--- src/core/amc_pkg.sv ---
package amc_pkg;
    // Width of the channel selector field.
    localparam int AMC_SEL_W = 5;
    // Number of selector codes that name a real source.
    localparam int AMC_NUM_SRC = 24;
    // Selector codes that bound each group of sources.
    localparam logic [4:0] AMC_SEL_HIZ = 5'h00;
    localparam logic [4:0] AMC_SEL_MAIN_IN = 5'h01;
    localparam logic [4:0] AMC_SEL_BACKUP = 5'h02;
    localparam logic [4:0] AMC_SEL_COIN = 5'h03;
    localparam logic [4:0] AMC_SEL_BUCK_FIRST = 5'h04;
    localparam logic [4:0] AMC_SEL_BUCK_LAST = 5'h09;
    localparam logic [4:0] AMC_SEL_BUCK7 = 5'h0A;
    localparam logic [4:0] AMC_SEL_LINREG_FIRST = 5'h0B;
    localparam logic [4:0] AMC_SEL_LINREG_LAST = 5'h0E;
    localparam logic [4:0] AMC_SEL_DIE_TEMP = 5'h0F;
    localparam logic [4:0] AMC_SEL_TEMP_FIRST = 5'h10;
    localparam logic [4:0] AMC_SEL_TEMP_LAST = 5'h18;
    // Divide ratio codes, in hundredths, as reported beside the channel.
    localparam logic [9:0] AMC_RATIO_NONE = 10'h000;
    localparam logic [9:0] AMC_RATIO_1P00 = 10'h064;
    localparam logic [9:0] AMC_RATIO_1P25 = 10'h07D;
    localparam logic [9:0] AMC_RATIO_2P86 = 10'h11E;
    localparam logic [9:0] AMC_RATIO_3P00 = 10'h12C;
    localparam logic [9:0] AMC_RATIO_3P33 = 10'h14D;
    localparam logic [9:0] AMC_RATIO_3P50 = 10'h15E;
    localparam logic [9:0] AMC_RATIO_4P00 = 10'h190;
    // Pin state encodings: pulled to ground, floating or driven by the buffer.
    typedef enum logic [2:0] {
        AMC_PIN_GROUND = 3'b001,
        AMC_PIN_HIZ = 3'b010,
        AMC_PIN_DRIVE = 3'b100
    } amc_pin_t;
endpackage

--- src/core/amc_channel_select.sv ---
`timescale 1ns/1ps
// How it works
// - enable low: mux off, pin grounded.
// - enable high: selector picks routed source.
// - enabled in system-on, code zero: pin high impedance.
// - codes 1-3: input, backup, coin cell.
// - codes 4-9: bucks one-six, ratio 1.25/1.
// - code 10 buck seven; 11-14 linear regulators.
// - codes 15-24 temperature sensors, undivided; rest reserved.
// - drive pin only in system-on states.
// - all ten temperature sensors reach the mux.
module amc_channel_select (
    input wire logic clk_i,
    input wire logic reset_i,
    input wire logic clk_en_i,
    input wire logic monitor_enable_bit_i,
    input wire logic [amc_pkg::AMC_SEL_W-1:0] monitor_channel_selector_i,
    input wire logic system_on_i,
    input wire logic [5:0] buck_at_1v8_i,
    output logic [amc_pkg::AMC_NUM_SRC-1:0] source_switch_o,
    output logic buffer_on_o,
    output logic pulldown_on_o,
    output logic [9:0] divide_ratio_o
);
    import amc_pkg::*;

    // Whole block state: the switch vector, the pin condition and the divide ratio.
    typedef struct packed {
        logic [AMC_NUM_SRC-1:0] sw;
        amc_pin_t pin;
        logic [9:0] ratio;
    } amc_state_t;

    amc_state_t state_r;
    amc_state_t state_nxt;

    // Ratio for a given code; a buck's ratio depends on its voltage setting.
    // Codes outside every group give zero; the caller asks only for routed codes.
    function automatic logic [9:0] amc_ratio(input logic [4:0] sel, input logic [5:0] at18);
        logic [4:0] idx;
        idx = sel - AMC_SEL_BUCK_FIRST;
        if (sel == AMC_SEL_MAIN_IN) begin
            amc_ratio = AMC_RATIO_4P00;
        end else if (sel == AMC_SEL_BACKUP) begin
            amc_ratio = AMC_RATIO_3P50;
        end else if (sel == AMC_SEL_COIN) begin
            amc_ratio = AMC_RATIO_3P00;
        end else if (sel >= AMC_SEL_BUCK_FIRST && sel <= AMC_SEL_BUCK_LAST) begin
            amc_ratio = at18[idx[2:0]] ? AMC_RATIO_1P25 : AMC_RATIO_1P00;
        end else if (sel == AMC_SEL_BUCK7) begin
            amc_ratio = AMC_RATIO_2P86;
        end else if (sel >= AMC_SEL_LINREG_FIRST && sel <= AMC_SEL_LINREG_LAST) begin
            amc_ratio = AMC_RATIO_3P33;
        end else if (sel >= AMC_SEL_DIE_TEMP && sel <= AMC_SEL_TEMP_LAST) begin
            amc_ratio = AMC_RATIO_1P00;
        end else begin
            amc_ratio = AMC_RATIO_NONE;
        end
    endfunction

    // A code names a source only between one and the last sensor code.
    function automatic logic amc_is_source(input logic [4:0] sel);
        amc_is_source = (sel != AMC_SEL_HIZ) && (sel <= AMC_SEL_TEMP_LAST);
    endfunction

    // Next state. Outside system-on the pin is grounded, the safe idle level.
    always_comb begin
        state_nxt = state_r;
        if (clk_en_i) begin
            state_nxt.sw = '0;
            state_nxt.ratio = AMC_RATIO_NONE;
            if (!monitor_enable_bit_i || !system_on_i) begin
                state_nxt.pin = AMC_PIN_GROUND;
            end else if (!amc_is_source(monitor_channel_selector_i)) begin
                // Reserved codes float the pin just like code zero.
                state_nxt.pin = AMC_PIN_HIZ;
            end else begin
                // One-hot switch; code n closes bit n-1.
                state_nxt.pin = AMC_PIN_DRIVE;
                state_nxt.sw[monitor_channel_selector_i - 5'h01] = 1'h1;
                state_nxt.ratio = amc_ratio(monitor_channel_selector_i, buck_at_1v8_i);
            end
        end
    end

    // Registering the choice keeps switch changes glitch free.
    always_ff @(posedge clk_i or posedge reset_i) begin
        if (reset_i) begin
            state_r <= '{sw: '0, pin: AMC_PIN_GROUND, ratio: AMC_RATIO_NONE};
        end else begin
            state_r <= state_nxt;
        end
    end

    // Outputs decode straight from registered state, so the analog switches never glitch.
    assign source_switch_o = state_r.sw;
    assign buffer_on_o = (state_r.pin == AMC_PIN_DRIVE);
    assign pulldown_on_o = (state_r.pin == AMC_PIN_GROUND);
    assign divide_ratio_o = state_r.ratio;

    // Disabled monitor grounds the pin one cycle later.
    chk_disabled_grounds: assert property (@(posedge clk_i) disable iff (reset_i)
        (clk_en_i && !monitor_enable_bit_i) |=> (pulldown_on_o && source_switch_o == '0))
        else $error("pin not grounded while disabled");
    // Code zero floats the pin.
    chk_zero_floats: assert property (@(posedge clk_i) disable iff (reset_i)
        (clk_en_i && monitor_enable_bit_i && system_on_i && monitor_channel_selector_i == 5'h00)
        |=> (!pulldown_on_o && !buffer_on_o))
        else $error("code zero did not float pin");
    // Reserved codes float the pin with no switch closed.
    chk_reserved_floats: assert property (@(posedge clk_i) disable iff (reset_i)
        (clk_en_i && monitor_enable_bit_i && system_on_i && monitor_channel_selector_i > 5'h18)
        |=> (!buffer_on_o && source_switch_o == '0))
        else $error("reserved code drove pin");
    // A valid code closes exactly the matching switch.
    chk_route_onehot: assert property (@(posedge clk_i) disable iff (reset_i)
        (clk_en_i && monitor_enable_bit_i && system_on_i && monitor_channel_selector_i != 5'h00
        && monitor_channel_selector_i <= 5'h18)
        |=> (buffer_on_o
        && source_switch_o == (24'h000001 << ($past(monitor_channel_selector_i) - 5'h01))))
        else $error("wrong switch closed");
    // Input supply reports ratio four.
    chk_main_ratio: assert property (@(posedge clk_i) disable iff (reset_i)
        (clk_en_i && monitor_enable_bit_i && system_on_i && monitor_channel_selector_i == 5'h01)
        |=> divide_ratio_o == 10'h190)
        else $error("main input ratio wrong");
    // Buck one at 1.8 V reports 1.25.
    chk_buck_ratio: assert property (@(posedge clk_i) disable iff (reset_i)
        (clk_en_i && monitor_enable_bit_i && system_on_i && monitor_channel_selector_i == 5'h04
        && buck_at_1v8_i[0]) |=> divide_ratio_o == 10'h07D)
        else $error("buck ratio wrong");
    // Linear regulators report 3.33.
    chk_linreg_ratio: assert property (@(posedge clk_i) disable iff (reset_i)
        (clk_en_i && monitor_enable_bit_i && system_on_i && monitor_channel_selector_i == 5'h0C)
        |=> divide_ratio_o == 10'h14D)
        else $error("linear regulator ratio wrong");
    // Sensors are undivided.
    chk_sensor_ratio: assert property (@(posedge clk_i) disable iff (reset_i)
        (clk_en_i && monitor_enable_bit_i && system_on_i && monitor_channel_selector_i == 5'h18)
        |=> divide_ratio_o == 10'h064)
        else $error("sensor ratio wrong");
    // Outside system-on the buffer never drives.
    chk_sysoff_quiet: assert property (@(posedge clk_i) disable iff (reset_i)
        (clk_en_i && !system_on_i) |=> !buffer_on_o)
        else $error("buffer on outside system-on");

    // The checks below pin down each source group by its first or last code, or both.

    // Input supply closes the first switch.
    chk_main_route: assert property (@(posedge clk_i) disable iff (reset_i)
        (clk_en_i && monitor_enable_bit_i && system_on_i && monitor_channel_selector_i == 5'h01)
        |=> (buffer_on_o && source_switch_o == 24'h000001))
        else $error("main input route wrong");

    // Backup rail closes the second switch and reports 3.5.
    chk_backup_route: assert property (@(posedge clk_i) disable iff (reset_i)
        (clk_en_i && monitor_enable_bit_i && system_on_i && monitor_channel_selector_i == 5'h02)
        |=> (source_switch_o == 24'h000002 && divide_ratio_o == AMC_RATIO_3P50))
        else $error("backup rail route wrong");

    // Coin cell closes the third switch and reports 3.
    chk_coin_route: assert property (@(posedge clk_i) disable iff (reset_i)
        (clk_en_i && monitor_enable_bit_i && system_on_i && monitor_channel_selector_i == 5'h03)
        |=> (source_switch_o == 24'h000004 && divide_ratio_o == AMC_RATIO_3P00))
        else $error("coin cell route wrong");

    // Buck six at any other setting is undivided.
    chk_buck_plain_ratio: assert property (@(posedge clk_i) disable iff (reset_i)
        (clk_en_i && monitor_enable_bit_i && system_on_i && monitor_channel_selector_i == 5'h09
        && !buck_at_1v8_i[5]) |=> divide_ratio_o == AMC_RATIO_1P00)
        else $error("buck plain ratio wrong");

    // Buck six at 1.8 V reports 1.25, so the flag index must track the code.
    chk_buck_fast_ratio: assert property (@(posedge clk_i) disable iff (reset_i)
        (clk_en_i && monitor_enable_bit_i && system_on_i && monitor_channel_selector_i == 5'h09
        && buck_at_1v8_i[5]) |=> divide_ratio_o == AMC_RATIO_1P25)
        else $error("buck six ratio wrong");

    // Buck seven has its own fixed divider.
    chk_buck7_route: assert property (@(posedge clk_i) disable iff (reset_i)
        (clk_en_i && monitor_enable_bit_i && system_on_i && monitor_channel_selector_i == 5'h0A)
        |=> (source_switch_o == 24'h000200 && divide_ratio_o == AMC_RATIO_2P86))
        else $error("buck seven route wrong");

    // First linear regulator follows straight after buck seven.
    chk_linreg_route: assert property (@(posedge clk_i) disable iff (reset_i)
        (clk_en_i && monitor_enable_bit_i && system_on_i && monitor_channel_selector_i == 5'h0B)
        |=> (source_switch_o == 24'h000400 && divide_ratio_o == AMC_RATIO_3P33))
        else $error("linear regulator route wrong");

    // The die-centre sensor also feeds thermal shutdown; it reaches the pin undivided.
    chk_die_route: assert property (@(posedge clk_i) disable iff (reset_i)
        (clk_en_i && monitor_enable_bit_i && system_on_i && monitor_channel_selector_i == 5'h0F)
        |=> (source_switch_o == 24'h004000 && divide_ratio_o == AMC_RATIO_1P00))
        else $error("die sensor route wrong");

    // First sensor beside the bucks.
    chk_sensor_route: assert property (@(posedge clk_i) disable iff (reset_i)
        (clk_en_i && monitor_enable_bit_i && system_on_i && monitor_channel_selector_i == 5'h10)
        |=> (source_switch_o == 24'h008000 && divide_ratio_o == AMC_RATIO_1P00))
        else $error("buck sensor route wrong");

    // Last sensor takes the top switch.
    chk_last_sensor_route: assert property (@(posedge clk_i) disable iff (reset_i)
        (clk_en_i && monitor_enable_bit_i && system_on_i && monitor_channel_selector_i == 5'h18)
        |=> (buffer_on_o && source_switch_o == 24'h800000))
        else $error("last sensor route wrong");

    // Floating codes report no divider and release the pulldown.
    chk_float_no_ratio: assert property (@(posedge clk_i) disable iff (reset_i)
        (clk_en_i && monitor_enable_bit_i && system_on_i
        && (monitor_channel_selector_i == 5'h00 || monitor_channel_selector_i > 5'h18))
        |=> (!pulldown_on_o && divide_ratio_o == AMC_RATIO_NONE))
        else $error("floating code reported a divider");

    // A disabled monitor reports no divider and keeps the buffer off.
    chk_disabled_quiet: assert property (@(posedge clk_i) disable iff (reset_i)
        (clk_en_i && !monitor_enable_bit_i)
        |=> (!buffer_on_o && divide_ratio_o == AMC_RATIO_NONE))
        else $error("disabled monitor still active");

    // Outside system-on the pin is grounded with every switch open.
    chk_sysoff_grounds: assert property (@(posedge clk_i) disable iff (reset_i)
        (clk_en_i && monitor_enable_bit_i && !system_on_i)
        |=> (pulldown_on_o && source_switch_o == '0 && divide_ratio_o == AMC_RATIO_NONE))
        else $error("pin not grounded outside system-on");

    // A low clock enable freezes the routing, so no switch moves behind the host's back.
    chk_freeze_holds: assert property (@(posedge clk_i) disable iff (reset_i)
        !clk_en_i |=> ($stable(source_switch_o) && $stable(divide_ratio_o)
        && $stable(buffer_on_o) && $stable(pulldown_on_o)))
        else $error("outputs moved with clock enable low");
endmodule

--- config.mk ---
export PLATFORM = sky130hd
export DESIGN_NAME = amc_channel_select
export DESIGN_NICKNAME = d
export VERILOG_FILES = /design/src/core/amc_pkg.sv /design/src/core/amc_channel_select.sv
export SDC_FILE = /design/constraint.sdc
export NUM_CORES = 1
export LEC_CHECK = 0
export ABC_CLOCK_PERIOD_IN_PS = 2000
export BUFFER_PORTS_ARGS = -buffer_cell sky130_fd_sc_hd__clkbuf_2
export CORE_MARGIN = 2
export CORE_UTILIZATION = 45
export DETAILED_ROUTE_END_ITERATION = 10
export PLACE_DENSITY = 0.7
export SYNTH_ARGS = -nofsm -noshare
export SYNTH_HDL_FRONTEND = slang
export SYNTH_SLANG_ARGS = --single-unit
--- constraint.sdc ---
create_clock -name clk_i -period 2 [get_ports clk_i]
set_input_delay 0.4 -clock clk_i [delete_from_list [all_inputs] [get_ports clk_i]]
set_output_delay 0.4 -clock clk_i [all_outputs]
set_load 0.02 [all_outputs]
==> impl_metrics.yaml, run 1 <==
worst_setup_path:
  cp-endpoint: "pulldown_on_o"
  reg2reg_from: "state_r[10]$_DFFE_PP1P_"
  critPathKind: "reg2out"
  end_kind: "primary output"
  r2r-end: "state_r[10]$_DFFE_PP1P_"
  worst_r2r_path_depth: 2
  r2r_slack_ns: 1.26
  path_max_fanout: 3
  worstPathArrival_ns: 1.18
  crit_path_start_kind: "flop"
  crit_required_ns: 1.60
  crit_start: "state_r[10]$_DFFE_PP1P_"
route:
  routed_via_density: 5.43
  antenna_left: 0
  wl_met2_um: 1810
  drtIter0Drc: 57
  drt-pass1-iter-count: 4
  wl_met3_um: 212
  top_layer: "met4"
  drc: 0
  met1_length_um: 1930
  vias: 1423
  post_drt_wl_per_cell_um: 15.4
  routed_wl_um: 4030
clocking:
  clock_path_buffers: 2
  clkSinkCount: 36
  htreeDepth: 2
  cts_tree: "done"
  clockRootBuffer: "clkbuf_8"
  cts_setup_buffers: 0
  post_cts_resized: 0
  clk_latency_ns: 0.28
  clkSlewWorstSetupHoldPaths_ns: 0.07
  cts_hold_buffers: 0
  cts-buffers-inserted: 5
flow_run:
  cap_violations: 0
logic_synthesis:
  synth_edf_count: 0
  ys_async_sr_fraction: 1.00
  avgSynthCellArea_um2: 10.4
  synth.distinct_cells: 52
  synth_area_leaders: "dfrtp_1 (43%), buf_4 (13%), o2bb2ai_1 (11%), nand2_1 (2.2%), a32o_1 (1.5%)"
  ys_ff_latch: 36
  synth_area_um2: 2020
  syn_nets: 210
  synth_cells: 194
  synth_top_area_frac: 0.433
  ys.warnings.count: 0
  yosysSeqAreaShare: 0.446
  yosys.area.top_type: "dfrtp_1"
  synthFlopType: "dfrtp_1"
run_status:
  run_status: "complete, no violations"
final_layout:
  utilization: 0.492
  fillers: 408
  final_area_um2: 2140
  n_antenna_cell: 0
  final_cell_mix: "clkbuf_2 (50), dfrtp_1 (35), o2bb2ai_1 (25)"
  drive_above_1_share: 0.357
  nets: 225
  layout_commonest_cell: "clkbuf_2"
  area_growth_pct: 5.94
placed_design:
  port_buffers: 50
  dp.final_hpwl_um: 2940
  pre_cts_ws_ns: 0.296
  place_congestion: 0.838
  dpl-instance-area_um2: 2030
global_routing:
  antenna_found_initial: 0
  grt_overflow_total: 0
  grt_pass1_wl_um: 7180
  grt_use_total: 0.181
  grt_pass1_vias: 1454
  grt_max_degree: 37
timing:
  finalClockSkew_ns: 0
  hold_viol_final: 0
  setup_viol: 0
  tns_ns: 0
  layout_setup_ws_ns: 0.415
  fmax_mhz: 631
  period_needed_ns: 1.58
  maxSlewViolCount: 0
  period_share: 0.792
  rsz0062_at_grt: "no"
die:
  initial_core_util: 0.464
  ioPinCount: 52
  die_w_um: 71.0
  die_y_um: 71.0
  design.core.area_um2: 4350
  rows: 24
  die_area_um2: 5040
power_and_ir_drop:
  p_leak_nw: 1.02
  vdd.ir_drop.worst_mv: 0.404
  power_density_nw_per_um2: 736
min_path:
  hp-class: "in2async"
## kinds of logic (layout without fill, tap and decap cells)
family | Yosys count | after routing | synth area share
AOI/OAI and AO/OA | 53 | 53 | 0.221
xor gates and xnor gates | 2 | 2 | 0.0124
buffers and inverters | 54 | 70 | 0.181
DFF | 36 | 36 | 0.446
muxes | 3 | 3 | 0.0180
other | 1 | 1 | 0.00186
and+or+nand+nor | 45 | 45 | 0.119
## synthesized netlist by cell type, drive strengths merged, types with 4 or more instances
master and n:
dfrtp 35, a21oi 5, o2bb2ai 25, nand2 14, nor2 6, buf 43
nand2b 4, inv 7, o21ai 4, clkbuf 4
## power breakdown
| part | internal (W) | switching (W) | total (W) |
|---|---|---|---|
| logic | 0.0000705 | 0.000128 | 0.000198 |
| registers | 0.000744 | 0.00000865 | 0.000753 |
| clock network | 0.000370 | 0.000254 | 0.000624 |
| total | 0.00118 | 0.000391 | 0.00157 |
## registers in the layout (all words and copies together), names as in the netlist
name,cells
state_r,3
source_switch_o,24
divide_ratio_o,9
## stage by stage
stage / hold WS (ns) / total power (W) / instances
after detailed placement: 0.473 / 0.000967 / 254
final: 0.186 / 0.00157 / 262
after floorplan: 0.455 / 0.000929 / 194
after global placement: 0.470 / 0.000966 / 254
after CTS: 0.200 / 0.00159 / 262
after global routing: 0.258 / 0.00165 / 262
## routing by layer
metal	up-vias	GRT usage
li1	692	-
met1	682	0.251
met2	43	0.271
met3	6	0.0484
met4	0	0.0734
met5	-	0
## final cells by class
type	instances	area [um2]	area share
clock inverter	2	35.0	0.0164
inverter	7	26.3	0.0123
multi-input combinational	104	752	0.351
clock buffer	6	72.6	0.0339
timing repair buffer	55	288	0.134
sequential	36	902	0.421
tap	52	65.1	0.0304
## worst max-delay path, stage by stage (launching register included)
cell and delay (ns):
dfstp_2 0.54, nor3b_1 0.17, clkbuf_2 0.20
## worst min-delay path by stage
stage                                               from                               to  slack, ns  cells past startpoint
final                                            reset_i  source_switch_o[13]$_DFFE_PP0P_       0.19                      3
after global routing                             reset_i  source_switch_o[12]$_DFFE_PP0P_       0.26                      3
after CTS                                        reset_i    divide_ratio_o[8]$_DFFE_PP0P_       0.20                      3
after detailed placement   divide_ratio_o[5]$_DFFE_PP0P_    divide_ratio_o[5]$_DFFE_PP0P_       0.47                      1
after global placement    source_switch_o[8]$_DFFE_PP0P_   source_switch_o[8]$_DFFE_PP0P_       0.47                      1
after floorplan            divide_ratio_o[0]$_DFFE_PP0P_    divide_ratio_o[0]$_DFFE_PP0P_       0.45                      2
No activity file was read; power rests on OpenSTA's default activity.
==> run 2, diff against run 1 <==
--- a/config.mk
+++ b/config.mk
@@ -5,12 +5,13 @@
 export SDC_FILE = /design/constraint.sdc
 export NUM_CORES = 1
 export LEC_CHECK = 0
-export ABC_CLOCK_PERIOD_IN_PS = 2000
+export ABC_AREA = 1
+export ABC_CLOCK_PERIOD_IN_PS = 1400
 export BUFFER_PORTS_ARGS = -buffer_cell sky130_fd_sc_hd__clkbuf_2
 export CORE_MARGIN = 2
 export CORE_UTILIZATION = 45
 export DETAILED_ROUTE_END_ITERATION = 10
-export PLACE_DENSITY = 0.7
+export PLACE_DENSITY = 0.72
 export SYNTH_ARGS = -nofsm -noshare
 export SYNTH_HDL_FRONTEND = slang
 export SYNTH_SLANG_ARGS = --single-unit
==> constraint.sdc (replaced) <==
create_clock -name clk_i -period 1.4 [get_ports clk_i]
set_input_delay 0.28 -clock clk_i [delete_from_list [all_inputs] [get_ports clk_i]]
set_output_delay 0.28 -clock clk_i [all_outputs]
set_load 0.02 [all_outputs]
==> run 2 against run 1 <==
The run now ends with negative setup slack left. Total power up 37%. Core utilization up 5.0 points. Clock skew unchanged.
==> impl_metrics.yaml, run 2 <==
run_status:
  run_status: "finished, violations left"
  violations: "negative setup slack"
clocking:
  cts-buffers-inserted: 5
  cts_tree: "done"
  clkSlewWorstSetupHoldPaths_ns: 0.07
  clk_latency_ns: 0.28
  clock_path_buffers: 2
  clockRootBuffer: "clkbuf_8"
  clkSinkCount: 36
  htreeDepth: 2
worst_setup_path:
  reg2reg_from: "state_r[10]$_DFFE_PP1P_"
  crit_path_start_kind: "flop"
  crit_required_ns: 1.12
  r2r-end: "state_r[10]$_DFFE_PP1P_"
  r2r_slack_ns: 0.61
  worst_r2r_path_depth: 2
  end_kind: "primary output"
  slowest_stage: "dfstp_2"
  worstPathArrival_ns: 1.14
  crit_chain: "inv_2, nor3_4, buf_6"
  path_max_fanout: 2
  cpPeakStageDelay_ns: 0.55
  crit_start: "state_r[10]$_DFFE_PP1P_"
  critPathKind: "reg2out"
global_routing:
  grt_overflow_total: 0
  grt_pass1_vias: 1553
  grt_use_total: 0.180
  grt_pass1_wl_um: 7180
  antenna_found_initial: 0
  grt_max_degree: 37
final_layout:
  area_growth_pct: 14.4
  nets: 309
  drive_above_1_share: 0.378
  layout_commonest_cell: "nand2_1"
  final_cell_mix: "nand2_1 (81), clkbuf_2 (48), dfrtp_1 (35)"
  n_antenna_cell: 0
  largest_register_ffs: 24
placed_design:
  place_congestion: 0.881
  dp.final_hpwl_um: 3290
  pre_cts_ws_ns: -0.00218
  port_buffers: 50
power_and_ir_drop:
  p_leak_nw: 1.33
  p_total_w: 0.00216
  power_density_nw_per_um2: 898
  vdd.ir_drop.worst_mv: 0.347
logic_synthesis:
  synth_area_leaders: "dfrtp_1 (42%), nand2_1 (14%), buf_4 (13%), o21ai_2 (4.2%), nor2_1 (3.2%)"
  syn_nets: 272
  synth_edf_count: 0
  synthFlopType: "dfrtp_1"
  yosys-top-cells-count: "nand2_1 (81), buf_4 (36), dfrtp_1 (35)"
  synthMostInstantiatedCell: "nand2_1"
  ys_async_sr_fraction: 1.00
  synth_cells: 256
  synth.distinct_cells: 27
  avgSynthCellArea_um2: 8.22
  ys.warnings.count: 0
  yosys.area.top_type: "dfrtp_1"
  yosysSeqAreaShare: 0.429
  synth_top_area_frac: 0.416
  synth_area_um2: 2100
  ys_ff_latch: 36
route:
  antenna_left: 0
  drc: 0
  routed_wl_um: 4240
  vias: 1635
  post_drt_wl_per_cell_um: 12.2
  drtIter0Drc: 82
  routed_via_density: 4.73
  drt-pass1-iter-count: 4
timing:
  layout_setup_ws_ns: -0.0176
  finalClockSkew_ns: 0
  hold_viol_final: 0
  maxSlewViolCount: 0
  period_share: 1.01
  fmax_mhz: 705
  period_needed_ns: 1.42
  rsz0062_at_grt: "yes"
  setup_viol: 1
die:
  design.core.area_um2: 4440
  die_y_um: 72.4
  ioPinCount: 52
  initial_core_util: 0.474
  die_w_um: 72.4
  die_area_um2: 5240
  rows: 24
min_path:
  hp-class: "in2async"
flow_run:
  cap_violations: 0
-- run 2: changes by cell type in the layout (fill, tap and decap cells not counted), sizes merged, moves of 3 or more --
cell / delta
nand4: +3
o21ai: +19
nor2: +19
inv: +13
buf: +16
nand2b: -4
nand3b: -3
nand2: +72
a21oi: -4
o2bb2ai: -25
nor2b: -3
nand3: +11
-- run 2: final cells by class --
cell class	count	area, um2
Clock buffer	8	90.1
Fill cell	438	2040
Inverter	21	78.8
Multi-Input combinational cell	160	858
Sequential cell	36	902
Tap cell	52	65.1
Timing Repair Buffer	69	414
-- run 2: layer usage --
metal  vias up  part of all wire  global-route usage
li1        848                 -                   -
met4         0             0.017              0.0679
met1       740              0.46               0.242
met5         -                 0                   0
met2        40              0.47               0.282
met3         7             0.049              0.0444
-- run 2: power by group --
group          leakage [nW]  switching, W  internal, W
Clock                0.0455      0.000334     0.000401
Sequential            0.496     0.0000143      0.00106
Combinational         0.789      0.000223     0.000125
-- run 2: cells by family after synthesis --
logic type,after synthesis,share of synthesized area
compound gates,27,0.0868
other cells,1,0.00178
buf+inv,60,0.171
xor+xnor,1,0.0131
flops,36,0.429
simple gates,131,0.298
-- run 2: metrics by stage --
step                setup TNS (ns)  hold slack [ns]  cell area (um2)  utilization  instances
finish                     -0.0176           0.0104             2410        0.542        346
global route               -0.0969           0.0439             2410        0.542        346
CTS                        -0.0590           0.0163             2390        0.538        346
detailed placement        -0.00469            0.326             2290        0.516        338
global placement                 0            0.321             2290        0.516        338
floorplan                        0            0.387             2100            -        256
-- run 2: timing repair --
item	in CTS	in global routing
hold buffers	0	0
gates resized for setup	3	6
setup endpoints to repair	1	2
buffers inserted	0	0
-- run 2: worst max-delay path by stage --
stage	endpoint	cells after the start
3_5_place_dp	source_switch_o[2]$_DFFE_PP0P_	8
3_3_place_gp	source_switch_o[2]$_DFFE_PP0P_	8
6_report	pulldown_on_o	3
2_1_floorplan	pulldown_on_o	2
5_1_grt	pulldown_on_o	3
4_1_cts	pulldown_on_o	3
-- run 2: critical path: cells and delay by family, from the launching register on --
kind          cells  cell delay (ns)
flops             1             0.55
simple gates      1             0.12
buf+inv           2             0.19
